## src/svw_pkg.sv

```systemverilog
package svw_pkg;

  // Clock and timebase
  localparam int CLK_MHZ = 125;
  localparam int TICK_US = 1000;
  localparam int TICK_CYCLES = TICK_US * CLK_MHZ;
  localparam int PRE_W = 24;

  // Watchdog period and reset stretch, in ms and in ticks
  localparam int WD_PERIOD_MS = 1600;
  localparam int RST_SHORT_MS = 50;
  localparam int RST_LONG_MS = 200;
  localparam int WD_TICKS = WD_PERIOD_MS * 1000 / TICK_US;
  localparam int RST_SHORT_TICKS = RST_SHORT_MS * 1000 / TICK_US;
  localparam int RST_LONG_TICKS = RST_LONG_MS * 1000 / TICK_US;
  localparam int CNT_W = 16;

  // Main sequence, Gray along hold, run, pulse
  typedef enum logic [1:0] {
    SVW_HOLD = 2'h0,
    SVW_RUN = 2'h1,
    SVW_PULSE = 2'h3
  } svw_state_t;

  // Pin-level inputs from comparators and the processor
  typedef struct packed {
    logic supply_low;
    logic pf_below;
    logic main_above_batt;
    logic kick;
    logic kick_float;
    logic cs_in_n;
  } svw_pins_t;

  localparam int PINS_W = $bits(svw_pins_t);
  localparam svw_pins_t PINS_RESET = '{supply_low: 1'h1, default: 1'h0};

  // Registered status outputs
  typedef struct packed {
    logic reset_n;
    logic wd_expired_n;
    logic pf_warn_n;
    logic backup_n;
    logic cs_out_n;
  } svw_outs_t;

  localparam svw_outs_t OUTS_RESET = '{reset_n: 1'h0, default: 1'h1};

  // Whole state of the core
  typedef struct packed {
    svw_state_t st;
    logic [CNT_W-1:0] wd_cnt;
    logic [CNT_W-1:0] rst_cnt;
    logic kick_prev;
    logic expired;
    svw_outs_t outs;
  } svw_core_t;

  localparam svw_core_t CORE_RESET = '{
    st: SVW_HOLD,
    wd_cnt: 16'h0000,
    rst_cnt: 16'h0000,
    kick_prev: 1'h0,
    expired: 1'h0,
    outs: OUTS_RESET
  };

endpackage : svw_pkg

```

## src/svw_sync.sv

```systemverilog
`timescale 1ns/1ps
module svw_sync import svw_pkg::*; #(
  parameter int W = PINS_W
) (
  input wire logic CLK,
  input wire logic RESET,
  input wire logic CE,
  input wire logic [W-1:0] d,
  output logic [W-1:0] q
);

  typedef struct packed {
    logic [W-1:0] s1;
    logic [W-1:0] s2;
  } svw_sync_st_t;

  svw_sync_st_t r;
  svw_sync_st_t next_r;

  // First stage is read only by the second
  always_comb begin
    next_r.s1 = d;
    next_r.s2 = r.s1;
  end

  always_ff @(posedge CLK) begin
    if (RESET) begin
      r <= '0;
    end else if (CE) begin
      r <= next_r;
    end
  end

  assign q = r.s2;

endmodule : svw_sync

```

## src/svw_timebase.sv

```systemverilog
`timescale 1ns/1ps
module svw_timebase import svw_pkg::*; #(
  parameter int TICK_CYC = TICK_CYCLES
) (
  input wire logic CLK,
  input wire logic RESET,
  input wire logic CE,
  input wire logic cap_in,
  input wire logic source_sel,
  output logic tick
);

  typedef struct packed {
    logic sel1;
    logic sel2;
    logic cap1;
    logic cap2;
    logic cap_prev;
    logic [PRE_W-1:0] pre;
    logic tick;
  } svw_tb_t;

  svw_tb_t r;
  svw_tb_t next_r;
  logic int_tick;

  // Internal prescaler always runs so a source switch takes effect at once
  always_comb begin
    next_r = r;
    next_r.sel1 = source_sel;
    next_r.sel2 = r.sel1;
    next_r.cap1 = cap_in;
    next_r.cap2 = r.cap1;
    next_r.cap_prev = r.cap2;
    int_tick = (r.pre == PRE_W'(TICK_CYC - 1));
    next_r.pre = int_tick ? '0 : r.pre + PRE_W'(1);
    // Select high or open picks the internal oscillator
    next_r.tick = r.sel2 ? int_tick : (r.cap2 & ~r.cap_prev);
  end

  always_ff @(posedge CLK) begin
    if (RESET) begin
      r <= '{sel1: 1'h1, sel2: 1'h1, default: '0};
    end else if (CE) begin
      r <= next_r;
    end
  end

  assign tick = r.tick;

endmodule : svw_timebase

```

## src/svw_supervisor.sv

```systemverilog
`timescale 1ns/1ps
// How it works
// - Period without kick edge gives a reset pulse of 50 or 200 ms.
// - Reset pulses repeat each period until a new kick edge is seen.
// - Floating kick input disables watchdog resets and timeout indication.
// - Timeout output goes low when the period elapses without kick.
// - Timeout output stays low until a kick transition is seen or the kick input floats.
// - Internal oscillator gives 1.6 s; capacitor or clock sets period and pulse.
// - Reset held low while supply-low comparison reports low supply.
// - Reset held a further 50 or 200 ms after supply recovers.
// - Active-high reset output is always the inverse of active-low reset.
// - Chip-select output follows chip-select input while supply is good.
// - Chip-select output forced high while supply is below threshold.
// - Power-fail warning low while sensed input is below reference.
// - Backup switch drive low while main supply exceeds battery.
// - Capacitor or external clock sets the power-on reset stretch.
module svw_supervisor import svw_pkg::*; #(
  parameter bit LONG_PULSE = 1'b0,
  parameter int TICK_CYC = TICK_CYCLES,
  parameter int WD_TICKS_P = WD_TICKS
) (
  input wire logic CLK,
  input wire logic RESET,
  input wire logic CE,
  input wire logic SUPPLY_LOW_IN,
  input wire logic POWER_FAIL_SENSE_IN,
  input wire logic MAIN_ABOVE_BATT_IN,
  input wire logic WATCHDOG_KICK_IN,
  input wire logic WATCHDOG_KICK_FLOAT_IN,
  input wire logic CHIP_SELECT_IN_N,
  input wire logic TIMEBASE_CAP_IN,
  input wire logic TIMEBASE_SOURCE_SELECT,
  output logic RESET_OUT_N,
  output logic RESET_OUT,
  output logic WATCHDOG_EXPIRED_N,
  output logic POWER_FAIL_WARN_N,
  output logic BACKUP_SWITCH_DRIVE_N,
  output logic CHIP_SELECT_OUT_N
);

  localparam int RST_TICKS_P = LONG_PULSE ? RST_LONG_TICKS : RST_SHORT_TICKS;
  localparam logic [CNT_W-1:0] WD_LAST = CNT_W'(WD_TICKS_P - 1);
  localparam logic [CNT_W-1:0] RST_LAST = CNT_W'(RST_TICKS_P - 1);

  svw_pins_t pins_raw;
  svw_pins_t pins;
  logic [PINS_W-1:0] pins_q;
  logic tick;
  logic kick_edge;
  logic wd_due;
  logic rst_due;
  svw_core_t r;
  svw_core_t next_r;

  // Every pin crosses two flops before use
  assign pins_raw = '{
    supply_low: SUPPLY_LOW_IN,
    pf_below: POWER_FAIL_SENSE_IN,
    main_above_batt: MAIN_ABOVE_BATT_IN,
    kick: WATCHDOG_KICK_IN,
    kick_float: WATCHDOG_KICK_FLOAT_IN,
    cs_in_n: CHIP_SELECT_IN_N
  };

  svw_sync #(
    .W(PINS_W)
  ) u_sync (
    .CLK(CLK),
    .RESET(RESET),
    .CE(CE),
    .d(pins_raw ^ PINS_RESET),
    .q(pins_q)
  );

  // Stored relative to the reset pattern, so a cleared synchroniser reads as low supply;
  // chip select stays blocked until the real comparator levels have come through
  assign pins = svw_pins_t'(pins_q ^ PINS_RESET);

  // One tick drives all periods, whichever source is chosen
  svw_timebase #(
    .TICK_CYC(TICK_CYC)
  ) u_timebase (
    .CLK(CLK),
    .RESET(RESET),
    .CE(CE),
    .cap_in(TIMEBASE_CAP_IN),
    .source_sel(TIMEBASE_SOURCE_SELECT),
    .tick(tick)
  );

  // Either direction of kick counts as service
  assign kick_edge = pins.kick ^ r.kick_prev;
  assign wd_due = tick && (r.wd_cnt == WD_LAST);
  assign rst_due = tick && (r.rst_cnt == RST_LAST);

  // Main sequence: power hold, run, watchdog pulse
  always_comb begin
    next_r = r;
    next_r.kick_prev = pins.kick;
    case (r.st)
      SVW_HOLD: begin
        // Period parked while held, so a fresh run starts with a full period
        next_r.wd_cnt = '0;
        if (tick) begin
          next_r.rst_cnt = r.rst_cnt + CNT_W'(1);
        end
        if (rst_due) begin
          next_r.st = SVW_RUN;
          next_r.rst_cnt = '0;
        end
      end
      SVW_RUN: begin
        if (tick) begin
          next_r.wd_cnt = r.wd_cnt + CNT_W'(1);
        end
        if (pins.kick_float || kick_edge) begin
          next_r.wd_cnt = '0;
        end else if (wd_due) begin
          next_r.st = SVW_PULSE;
          next_r.expired = 1'b1;
          next_r.wd_cnt = '0;
          next_r.rst_cnt = '0;
        end
      end
      SVW_PULSE: begin
        // Period keeps running so the next pulse is one period after this one
        if (tick) begin
          next_r.wd_cnt = r.wd_cnt + CNT_W'(1);
          next_r.rst_cnt = r.rst_cnt + CNT_W'(1);
        end
        if (pins.kick_float || kick_edge) begin
          next_r.wd_cnt = '0;
        end
        if (rst_due) begin
          next_r.st = SVW_RUN;
          next_r.rst_cnt = '0;
        end
      end
      default: begin
        // Unused code falls back to a held reset, the safe side
        next_r.st = SVW_HOLD;
        next_r.rst_cnt = '0;
      end
    endcase
    // Kick edge or open kick pin releases the timeout flag
    if (kick_edge || pins.kick_float) begin
      next_r.expired = 1'b0;
    end
    // Low supply overrides the sequence and its counts and restarts the stretch; the timeout flag keeps its value
    if (pins.supply_low) begin
      next_r.st = SVW_HOLD;
      next_r.rst_cnt = '0;
      next_r.wd_cnt = '0;
    end
    next_r.outs.reset_n = (next_r.st == SVW_RUN);
    next_r.outs.wd_expired_n = ~next_r.expired;
    next_r.outs.pf_warn_n = ~pins.pf_below;
    next_r.outs.backup_n = ~pins.main_above_batt;
    // Write gate adds the sync delay; a fast analog gate would not
    next_r.outs.cs_out_n = pins.supply_low | pins.cs_in_n;
  end

  // Reset wins over the clock enable
  always_ff @(posedge CLK) begin
    if (RESET) begin
      r <= CORE_RESET;
    end else if (CE) begin
      r <= next_r;
    end
  end

  // Outputs straight from flops; high reset is the exact inverse
  assign RESET_OUT_N = r.outs.reset_n;
  assign RESET_OUT = ~r.outs.reset_n;
  assign WATCHDOG_EXPIRED_N = r.outs.wd_expired_n;
  assign POWER_FAIL_WARN_N = r.outs.pf_warn_n;
  assign BACKUP_SWITCH_DRIVE_N = r.outs.backup_n;
  assign CHIP_SELECT_OUT_N = r.outs.cs_out_n;
endmodule : svw_supervisor

```

## config.mk

```make
export PLATFORM = sky130hd
export DESIGN_NAME = svw_supervisor
export DESIGN_NICKNAME = d
export VERILOG_FILES = /design/src/svw_pkg.sv /design/src/svw_sync.sv /design/src/svw_timebase.sv /design/src/svw_supervisor.sv
export SDC_FILE = /design/constraint.sdc
export NUM_CORES = 1
export LEC_CHECK = 0
export BUFFER_PORTS_ARGS = -buffer_cell sky130_fd_sc_hd__buf_2
export CAP_MARGIN = 20
export CELL_PAD_IN_SITES_DETAIL_PLACEMENT = 0
export CELL_PAD_IN_SITES_GLOBAL_PLACEMENT = 1
export CORE_UTILIZATION = 47
export DETAILED_ROUTE_END_ITERATION = 12
export PLACE_DENSITY_LB_ADDON = 0.1
export SLEW_MARGIN = 20
export SYNTH_ARGS = -nofsm -noshare
export SYNTH_HDL_FRONTEND = slang
export SYNTH_SLANG_ARGS = --single-unit
```

## constraint.sdc

```tcl
create_clock -name CLK -period 2.8 [get_ports CLK]
set_input_delay 0.14 -clock CLK [delete_from_list [all_inputs] [get_ports CLK]]
set_output_delay 0.14 -clock CLK [all_outputs]
set_load 0.01 [all_outputs]
```

==> results of run 1 <==
## registers in the layout, summed over array words and instances (netlist names)
name / count
RESET_OUT_N: 1
u_timebase.r: 26
CHIP_SELECT_OUT_N: 1
POWER_FAIL_WARN_N: 1
u_timebase.tick: 1
u_sync.next_r: 6
WATCHDOG_EXPIRED_N: 1
r: 36
u_timebase.next_r: 3
BACKUP_SWITCH_DRIVE_N: 1
u_sync.q: 6
## how the worst max path moves through the flow
| stage | from | end | slack [ps] | cells after the start |
|---|---|---|---|---|
| finish | r[39]$_SDFFE_PP0P_ | r[12]$_SDFFE_PP0P_ | 280 | 8 |
| global route | r[39]$_SDFFE_PP0P_ | r[10]$_SDFFE_PP0P_ | 100 | 8 |
| CTS | r[39]$_SDFFE_PP0P_ | r[10]$_SDFFE_PP0P_ | 300 | 8 |
| detailed placement | r[39]$_SDFFE_PP0P_ | r[22]$_SDFFE_PP0P_ | 350 | 7 |
| global placement | r[39]$_SDFFE_PP0P_ | r[12]$_SDFFE_PP0P_ | 410 | 8 |
| floorplan | r[39]$_SDFFE_PP0P_ | r[19]$_SDFFE_PP0P_ | 530 | 7 |
## metrics by stage
stage          cells  utilization  hold WS [ps]  area [um^2]  worst slack [ps]
2_1_floorplan    472            -           239         4030               530
3_3_place_gp     580        0.511           326         4220               405
3_5_place_dp     580        0.511           329         4220               353
4_1_cts          601        0.542          3.40         4480               301
5_1_grt          601        0.542          12.5         4480              96.7
6_report         601        0.542          15.2         4480               276
## worst register-to-register path, delay by kind of cell (launching register included)
kind	cells	cell delay, ps
buffers and inverters	2	370
DFF	1	430
AOI/OAI and AO/OA	3	860
and+or+nand+nor	2	580
adders and majority gates	1	220
## logic make-up (layout without fill, tap and decap cells)
group / count (synthesis) / in the layout / synth area share
XOR/XNOR: 28 / 28 / 0.0609
adder cells (fa/ha/maj): 8 / 8 / 0.0249
AO/OA/AOI/OAI: 87 / 87 / 0.137
multiplexers: 16 / 16 / 0.0398
flip-flops: 83 / 83 / 0.413
buffers and inverters: 32 / 56 / 0.0320
AND/OR/NAND/NOR: 218 / 218 / 0.292
## area by class of cell
cell class                 instances  area (um^2)  area share
multi-input combinational        357         2240       0.501
sequential                        83         1660       0.371
timing repair buffer              29          190      0.0425
clock buffer                      10          138      0.0308
tap                              105          131      0.0294
clock inverter                     6         70.1      0.0157
inverter                          11         41.3     0.00923
## placed cells by master (no fill, tap or decap), types with 11 or more instances in the layout
cell	instances
or3_1	13
a21oi_1	29
nand3_1	17
xor2_1	15
nor2_1	56
mux2i_1	16
dfxtp_1	83
and3_1	11
nand2_1	36
nand4_1	15
buf_2	16
xnor2_1	13
or4_1	11
## per-layer routing
| metal | wire length (um) | track usage | vias up |
|---|---|---|---|
| met5 | 0 | 0 | - |
| met4 | 136 | 0.0884 | 0 |
| met3 | 177 | 0.0290 | 10 |
| met2 | 3580 | 0.290 | 34 |
| met1 | 4330 | 0.276 | 1565 |
| li1 | - | - | 1750 |
## power by group through the flow
stage	Combinational, mW	Clock [mW]	Sequential [mW]
after CTS	0.128	0.929	1.22
after global routing	0.142	0.983	1.22
after global placement	0.121	0	1.24
after floorplan	0.0907	0	1.24
final	0.127	0.904	1.22
after detailed placement	0.122	0	1.24
==> out/metrics.cfg, run 1 <==
[sta]
timing.final.max_slew_violations = 0
setup_viol = 0
slew_headroom = 0.412
max_freq_mhz = 396
tightest_slew_ps = 874
skew_ps = 16.6
tns_ps = 0
rsz0062_at_grt = no
hold_viol = 0
min_period_over_period = 0.901
min_period_ps = 2520

[die]
coreArea_mm2 = 0.00826
initial_core_util = 0.488
die-area_mm2 = 0.00894
die_y_um = 94.6
num_rows = 33
top_level_ports = 17
die_w_um = 94.6

[route]
wl_per_cell_um = 13.7
routed_wl_um = 8220
drc = 0
vias_per_cell = 5.59
first_pass_iters = 4
ant_nets = 0
dr_total_vias = 3359
drtIter0Drc = 103

[worst_setup_path]
path_delay_family = compound AO/OA/AOI/OAI gates
worst_setup_path_end_kind = flop
path_buf_inv = 2
r2r-end = r[12]$_SDFFE_PP0P_
cp_max_fo = 12
crit_type = flop to flop
cpPeakStageDelay_ps = 430
critical_path.cell_chain = inv_1 > ha_1 > or2_1 > a2111oi_0 > a22oi_1 > buf_4 > or3_1 > a21oi_1
critPathRequiredTime_ps = 3090
cp.arrival_ps = 2810
crit-reg2reg-launch = r[39]$_SDFFE_PP0P_
cp-start-kind = flop
cp_slowest_cell = dfxtp_1
r2r_setup_slack_ps = 280
reg2reg_depth = 8

[pwr]
total_power_mw = 2.25
p_sw_frac = 0.246
power_frac_clock = 0.402
pwr-share-comb = 0.057
p_int_mw = 1.69
power.density_mw_per_mm2 = 502
switchingPower_mw = 0.552
vdd_drop_max_mv = 0.254
power.leakage_nw = 1.53
pwr-share-seq = 0.541

[yosys]
yosysWarnings = 0
yosysSeqAreaShare = 0.413
yosysTopAreaCellShare = 0.413
synthFlopType = dfxtp_1
syn-num-nets = 491
avgSynthCellArea_um2 = 8.53
yosysUniqueCellTypes = 54
synth_common_cells = dfxtp_1 (83), nor2_1 (56), nand2_1 (36), a21oi_1 (29), nand3_1 (17)
yosys.area.top_type = dfxtp_1
synth_edf_count = 0
netlist_area_mm2 = 0.00403
synthArstFlopShare = 0
synth_seq_cells = 83
synthCells = 472
synth.most_common_cell = dfxtp_1
synth_area_leaders = dfxtp_1 (41%), nor2_1 (5.2%), mux2i_1 (4.0%)

[clock_network]
hold_buffers = 5
h-tree-depth = 3
clock_path_buffers = 2
cts.sinks = 83
clkTransAtPathRegs_ps = 90
cts_setup_buffers = 0
cts_buffers = 9
cts-root-buf = clkbuf_8
cts_resized = 0
clk_latency_ps = 360
cts_tree = done

[global_routing]
grt_max_degree = 31
grt_remaining_overflow = 0
grt_pass1_vias = 2908
grt_pass1_wl_um = 13700
antenna_found_initial = 0
grt_usage = 0.194

[place]
place_congestion = 0.796
hpwl_um = 5570
port_buffers = 16

[final_layout]
n_fill_cell = 799
nNetsFinal = 510
area_delta_synth_final_pct = 11.2
diodes = 0
drive_above_1_share = 0.0927

[hold_path]
hold_depth = 3
hold_class = input pin to flop
worstHoldEndpoint = u_sync.next_r[2]$_SDFFE_PP0P_
worstHoldStart = WATCHDOG_KICK_IN

[outcome]
status = finished, final reports clean

[job]
maxCapViolations = 0

(Power assumes the default switching activity.)
==> run 2: changes to the inputs <==
--- a/config.mk
+++ b/config.mk
@@ -9,10 +9,11 @@
 export CAP_MARGIN = 20
 export CELL_PAD_IN_SITES_DETAIL_PLACEMENT = 0
 export CELL_PAD_IN_SITES_GLOBAL_PLACEMENT = 1
-export CORE_UTILIZATION = 47
+export CORE_UTILIZATION = 31
 export DETAILED_ROUTE_END_ITERATION = 12
 export PLACE_DENSITY_LB_ADDON = 0.1
 export SLEW_MARGIN = 20
 export SYNTH_ARGS = -nofsm -noshare
 export SYNTH_HDL_FRONTEND = slang
+export SYNTH_HIERARCHICAL = 1
 export SYNTH_SLANG_ARGS = --single-unit
==> run 2 against run 1 <==
Setup slack improved by 260 ps. Count of clock-buffer cells in the layout did not move. Clock power rose by 45%. Non-clock buffer count decreased by 4. Wire length up 21%. Register-to-register slack improved by 260 ps. Largest power group is now clock. Die area up 57%. Largest cell class unchanged. Clock skew down 11 ps.
==> out/metrics.cfg, run 2 <==
[outcome]
status = finished, final reports clean

[clock_network]
clock_path_buffers = 2  ; unchanged
h-tree-depth = 3  ; unchanged
cts.sinks = 83  ; unchanged
cts_buffers = 9  ; unchanged
clk_latency_ps = 340  ; -20 ps
cts-root-buf = clkbuf_16
hold_buffers = 0  ; -5
cts_setup_buffers = 0  ; unchanged
cts_tree = done
cts_resized = 0  ; unchanged
clkTransAtPathRegs_ps = 60  ; -30 ps

[die]
die-area_mm2 = 0.0141  ; +57%
initial_core_util = 0.318  ; -0.169
coreArea_mm2 = 0.0132  ; +60%
top_level_ports = 17  ; unchanged
num_rows = 42  ; +27%
die_w_um = 119  ; +25%
die_y_um = 119  ; +25%

[final_layout]
area_delta_synth_final_pct = 13.6
stdcell_area_mm2 = 0.00479  ; +7.0%
nNetsFinal = 525  ; +2.9%
regMostFlops = r
top_regs = r (36), u_timebase/r (26)
final_core_util = 0.362  ; -0.180
final_cell_mix = dfxtp_1 (83), nor2_1 (51), nand2_1 (37)
final_cell_count_no_fill = 687  ; +14%
drive_above_1_share = 0.123  ; +0.0305
largest_reg_flops = 36  ; unchanged
final_common_cell = dfxtp_1
diodes = 0  ; unchanged

[global_routing]
antenna_found_initial = 0  ; unchanged
grt_usage = 0.150  ; -0.0446
grt_max_degree = 37  ; +19%
grt_pass1_vias = 3309  ; +14%
grt_pass1_wl_um = 16800  ; +23%
grt_remaining_overflow = 0  ; unchanged

[route]
drc = 0  ; unchanged
dr_total_vias = 3593  ; +7.0%
drtIter0Drc = 135  ; +31%
routed_wl_um = 9940  ; +21%
ant_nets = 0  ; unchanged
wl_per_cell_um = 14.5  ; +5.7%
vias_per_cell = 5.23  ; -6.4%
first_pass_iters = 6  ; +2

[yosys]
yosysUniqueCellTypes = 67  ; +24%
synth_common_cells = dfxtp_1 (83), nor2_1 (51), nand2_1 (37), nand3_1 (27), a21oi_1 (26)
syn-num-nets = 510  ; +3.9%
synthCells = 491  ; +4.0%
yosysTopAreaCellShare = 0.394  ; -0.0185
yosysSeqAreaShare = 0.394  ; -0.0185
netlist_area_mm2 = 0.00422  ; +4.7%
synthArstFlopShare = 0  ; unchanged
synth_seq_cells = 83  ; unchanged
yosysWarnings = 6  ; +6
avgSynthCellArea_um2 = 8.59  ; +0.64%
yosys.area.top_type = dfxtp_1
synthFlopType = dfxtp_1
synth.most_common_cell = dfxtp_1
synth_edf_count = 0  ; unchanged
synth_area_leaders = dfxtp_1 (39%), nor2_1 (4.5%), mux2i_1 (4.0%)

[pwr]
switchingPower_mw = 0.590  ; +6.8%
p_int_mw = 2.04  ; +21%
power_frac_clock = 0.496  ; +0.094
power.leakage_nw = 1.58  ; +2.8%
pwr-share-comb = 0.045  ; -0.012
power.density_mw_per_mm2 = 550  ; +9.5%
pwr-share-seq = 0.460  ; -0.081
total_power_mw = 2.63  ; +17%
p_sw_frac = 0.224  ; -0.0218
vdd_drop_max_mv = 0.278  ; +9.6%

[sta]
min_period_ps = 2260  ; -263 ps
max_freq_mhz = 442  ; +12%
hold_viol = 0  ; unchanged
tns_ps = 0  ; unchanged
timing.final.max_slew_violations = 0  ; unchanged
min_period_over_period = 0.807  ; -0.0941
tightest_slew_ps = 688  ; -186 ps
slew_headroom = 0.538  ; +0.125
rsz0062_at_grt = no
setup_viol = 0  ; unchanged
skew_ps = 5.15  ; -11.5 ps

[worst_setup_path]
crit-reg2reg-launch = r[39]$_SDFFE_PP0P_
cp_max_fo = 9  ; -3
cp-startpoint = r[39]$_SDFFE_PP0P_
crit_type = flop to flop
reg2reg_depth = 7  ; -1
cp-start-kind = flop
cp.arrival_ps = 2530  ; -280 ps
r2r_setup_slack_ps = 540  ; +260 ps
critPathRequiredTime_ps = 3070  ; -20 ps
r2r-end = r[15]$_SDFFE_PP0P_
worst_setup_path_end_kind = flop

[place]
hpwl_um = 6870  ; +23%
port_buffers = 16  ; unchanged
dpl_cell_area_mm2 = 0.00446  ; +5.8%
dp_cells = 671  ; +16%
place_congestion = 0.820  ; +3.1%

[job]
maxCapViolations = 0  ; unchanged

[hold_path]
worstHoldStart = TIMEBASE_SOURCE_SELECT
hold_depth = 3  ; unchanged
hold_class = input pin to flop
worstHoldEndpoint = u_timebase/next_r[28]$_SDFFE_PP1P_

[run 2: cell count changes after synthesis, moves of 7 or more]
cell / delta
and3_1: -9
xor2_1: -8
nand3_1: +10
o21ai_0: +8
o211ai_1: +8
inv_1: +10
or4_1: -7
nor3_1: +14
[run 2: worst max path at each step]
stage	to	slack, ps	cells past startpoint
finish	r[15]$_SDFFE_PP0P_	540	7
floorplan	r[15]$_SDFFE_PP0P_	770	7
global placement	r[12]$_SDFFE_PP0P_	590	7
detailed placement	r[32]$_SDFFE_PP0P_	570	7
global route	r[23]$_SDFFE_PP0P_	340	8
CTS	r[32]$_SDFFE_PP0P_	550	7
[run 2: per-stage QoR]
| step | hold WS, ps | worst slack (ps) |
|---|---|---|
| detailed placement | 362 | 567 |
| CTS | 1.37 | 548 |
| finish | 14.8 | 540 |
| floorplan | 212 | 771 |
| global route | 25.7 | 344 |
| global placement | 364 | 589 |
[run 2: critical path, stage by stage (launching register included)]
cell and delay, ps:
dfxtp_1 410, inv_1 90, ha_1 230, o21ba_1 210, nor4_1 370, a21oi_2 210
or4_1 530, o22ai_1 150
[run 2: power groups by stage]
| stage | logic, mW | clock network [mW] | registers, mW |
|---|---|---|---|
| floorplan | 0.0853 | 0 | 1.23 |
| global placement | 0.118 | 0 | 1.24 |
| detailed placement | 0.119 | 0 | 1.24 |
| CTS | 0.119 | 1.35 | 1.21 |
| global route | 0.132 | 1.40 | 1.21 |
| finish | 0.118 | 1.31 | 1.21 |
[run 2: area by class of cell]
type                    count  area (um^2)
multi-input cells         366         2350
clock inverters             6         88.8
repair buffers             25          148
clock buffers              10          239
inverters                  21         78.8
well taps                 176          220
flip-flops and latches     83         1660
fillers                  1410         8450
[run 2: cells by family after synthesis]
family | synth area share
simple gates | 0.306
compound gates | 0.136
flops | 0.394
buf+inv | 0.0475
xor+xnor | 0.0519
mux | 0.0404
fa+ha+maj | 0.0237
[run 2: routing by layer]
metal / GRT usage / share of wire
met1: 0.211 / 0.53
met2: 0.221 / 0.43
met3: 0.0265 / 0.025
met4: 0.0688 / 0.019
met5: 0 / 0
==> run 3: changes to the inputs <==
--- a/config.mk
+++ b/config.mk
@@ -5,6 +5,7 @@
 export SDC_FILE = /design/constraint.sdc
 export NUM_CORES = 1
 export LEC_CHECK = 0
+export ABC_AREA = 1
 export BUFFER_PORTS_ARGS = -buffer_cell sky130_fd_sc_hd__buf_2
 export CAP_MARGIN = 20
 export CELL_PAD_IN_SITES_DETAIL_PLACEMENT = 0
==> constraint.sdc (replaced) <==
create_clock -name CLK -period 2.3 [get_ports CLK]
set_input_delay 0.115 -clock CLK [delete_from_list [all_inputs] [get_ports CLK]]
set_output_delay 0.115 -clock CLK [all_outputs]
set_load 0.01 [all_outputs]
==> run 3 against run 2 <==
Clock skew increased by 0.77 ps. Wire length grew 29%. Cell count rose by 46%. Core utilization is 0.081 points lower. Sequential cell count did not move. Critical path type unchanged.
==> out/metrics.cfg, run 3 <==
[outcome]
status = finished, final reports clean

[worst_setup_path]
crit_top_cell = nand2_1
critical_path.cell_chain = inv_1 > ha_1 > inv_1 > nand2_1 > nand2_1 > nor2_1 > nand2_1 > nand2_4 > inv_2 > nand2_4 > nand2_2 > nor3b_1
path_buf_inv = 3  ; +2
path_delay_family = simple AND/OR/NAND/NOR gates
cp_max_fo = 14  ; +5
cpPeakStageDelay_ps = 350  ; -180 ps
cp-start-kind = flop
worst_setup_path_end_kind = flop
path_depth = 12  ; +5
cp_slowest_cell = dfxtp_1
crit_type = flop to flop
cp.arrival_ps = 2290  ; -240 ps
critPathRequiredTime_ps = 2570  ; -500 ps
reg2reg_depth = 12  ; +5

[global_routing]
met2_usage = 0.271  ; +0.0502
antenna_found_initial = 0  ; unchanged
grt_pass1_vias = 4449  ; +34%
grt-busiest-layer = met2
grt_max_degree = 28  ; -24%
grt_remaining_overflow = 0  ; unchanged
grt_use_met3 = 0.0314  ; +0.00486
grt_pass1_wl_um = 21900  ; +30%
grtUsageMet1 = 0.231  ; +0.0206
grt_usage = 0.171  ; +0.0210

[pwr]
power_frac_clock = 0.467  ; -0.029
power.leakage_nw = 2.28  ; +44%
pwr-share-seq = 0.463  ; +0.003
p_sw_frac = 0.251  ; +0.0269
pwr-share-comb = 0.070  ; +0.025
switchingPower_mw = 0.811  ; +38%
p_int_mw = 2.42  ; +18%
power.density_mw_per_mm2 = 585  ; +6.4%
vdd_drop_max_mv = 0.402  ; +44%

[die]
die_y_um = 128  ; +7.6%
die_w_um = 128  ; +7.6%
top_level_ports = 17  ; unchanged
num_rows = 45  ; +7.1%
coreArea_mm2 = 0.0153  ; +16%
die-area_mm2 = 0.0163  ; +16%
initial_core_util = 0.320  ; +0.00122

[sta]
setup_viol = 0  ; unchanged
timing.final.max_slew_violations = 0  ; unchanged
hold_viol = 0  ; unchanged
max_freq_mhz = 496  ; +12%
slew_headroom = 0.710  ; +0.172
tightest_slew_ps = 434  ; -254 ps
min_period_ps = 2020  ; -243 ps
min_period_over_period = 0.877  ; +0.0698
rsz0062_at_grt = no
tns_ps = 0  ; unchanged
skew_ps = 5.93  ; +0.774 ps

[yosys]
synthArstFlopShare = 0  ; unchanged
muxShareOfSynthArea = 0  ; -0.0404
synthAdderAreaFrac = 0.0205  ; -0.00329
yosys.area_share.xor_xnor = 0.00716  ; -0.0448
synthCells = 763  ; +55%
synth.most_common_cell = nand2_1
yosysWarnings = 6  ; unchanged
yosysTopAreaCellShare = 0.340  ; -0.0546
yosysSeqAreaShare = 0.340  ; -0.0546
yosys.area.top_type = dfxtp_1
synth_common_cells = nand2_1 (180), nor2_1 (145), inv_1 (106), dfxtp_1 (83), nand3_1 (58)
synthFlopType = dfxtp_1
netlist_area_mm2 = 0.00489  ; +16%
syn-num-nets = 782  ; +53%
yosys.area_share.simple = 0.450  ; +0.144
synth_area_leaders = dfxtp_1 (34%), nand2_1 (14%), nor2_1 (11%)
synth_compound_area_frac = 0.0747  ; -0.0616
synth_top_family_by_area = simple AND/OR/NAND/NOR gates
avgSynthCellArea_um2 = 6.41  ; -25%
yosysUniqueCellTypes = 43  ; -36%
synth_seq_cells = 83  ; unchanged
synth_edf_count = 0  ; unchanged

[route]
wl_per_cell_um = 12.8  ; -12%
drtIter0Drc = 259  ; +92%
first_pass_iters = 5  ; -1
dr_total_vias = 4609  ; +28%
vias_per_cell = 4.60  ; -12%
routed_wl_um = 12800  ; +29%
drc = 0  ; unchanged
ant_nets = 0  ; unchanged

[hold_path]
hold_depth = 5  ; +2
hold_class = input pin to flop

[final_layout]
area_delta_synth_final_pct = 12.9
regMostFlops = r
final_core_util = 0.361  ; -0.000812
top_regs = r (36), u_timebase/r (26)
final_cell_mix = nand2_1 (180), nor2_1 (145), inv_1 (106)
largest_reg_flops = 36  ; unchanged
drive_above_1_share = 0.105  ; -0.0184
final_common_cell = nand2_1
diodes = 0  ; unchanged
nNetsFinal = 805  ; +53%

[clock_network]
h-tree-depth = 3  ; unchanged
cts.sinks = 83  ; unchanged
cts_tree = done
cts-root-buf = clkbuf_16
clk_latency_ps = 350  ; about the same
cts_buffers = 9  ; unchanged
clock_path_buffers = 2  ; unchanged
cts_setup_buffers = 0  ; unchanged
clkTransAtPathRegs_ps = 60  ; about the same

[place]
port_buffers = 16  ; unchanged
place_congestion = 0.842  ; +2.6%
hpwl_um = 9610  ; +40%

[job]
maxCapViolations = 0  ; unchanged

-- run 3: power groups by stage --
stage / logic, mW / registers [mW] / clock network, mW
floorplan: 0.162 / 1.53 / 0
global placement: 0.225 / 1.53 / 0
detailed placement: 0.226 / 1.53 / 0
CTS: 0.229 / 1.50 / 1.58
global route: 0.260 / 1.50 / 1.63
finish: 0.227 / 1.50 / 1.51
-- run 3: final timing paths --
path                                          startpoint                              to  slack (ps)
worst max-delay path                  r[40]$_SDFFE_PP0P_              r[27]$_SDFFE_PP0P_         280
worst min-delay path                  MAIN_ABOVE_BATT_IN   u_sync/next_r[3]$_SDFFE_PP0P_          50
worst max register to register        r[40]$_SDFFE_PP0P_              r[27]$_SDFFE_PP0P_         280
worst min register to register  u_sync/q[4]$_SDFFE_PP0P_  POWER_FAIL_WARN_N$_SDFFE_PP1P_         450
-- run 3: through the flow --
step	setup slack (ps)	cell area [um^2]	hold slack, ps	instances	total power [mW]
after detailed placement	240	5190	341	984	1.76
after global placement	323	5190	338	984	1.75
after floorplan	658	4890	184	763	1.69
final	283	5530	48.4	1002	3.23
after global routing	64.8	5530	68.1	1002	3.39
after CTS	218	5520	40.2	1002	3.30
-- run 3: cell families (layout without fill, tap and decap cells) --
group	after synthesis	count (layout)
AND/OR/NAND/NOR	480	480
XOR/XNOR	4	4
flip-flops	83	83
adder cells (fa/ha/maj)	8	8
AO/OA/AOI/OAI	62	62
buffers and inverters	126	154
-- run 3: layer usage --
layer / up-vias / routed length (um)
met3: 4 / 298
met2: 45 / 5810
met4: 0 / 71
met1: 2090 / 6600
met5: - / 0
li1: 2470 / -
-- run 3: timing repair --
action / 4_1_cts / 5_1_grt
hold endpoints to repair: 2 / 0
setup endpoints to repair: 0 / 3
hold buffers: 2 / 0
gates resized for setup: 0 / 2
-- run 3: area by class of cell --
| class | instances | area (um^2) |
|---|---|---|
| Clock buffer | 11 | 243 |
| Clock inverter | 5 | 61.3 |
| Fill cell | 1744 | 9790 |
| Inverter | 111 | 418 |
| Multi-Input combinational cell | 554 | 2710 |
| Sequential cell | 83 | 1660 |
| Tap cell | 211 | 264 |
| Timing Repair Buffer | 27 | 168 |
-- run 3: worst register-to-register path, delay by kind of cell (launching register included) --
family	cells	cell delay [ps]
buf+inv	3	340
fa+ha+maj	1	220
simple gates	8	1040
flops	1	350
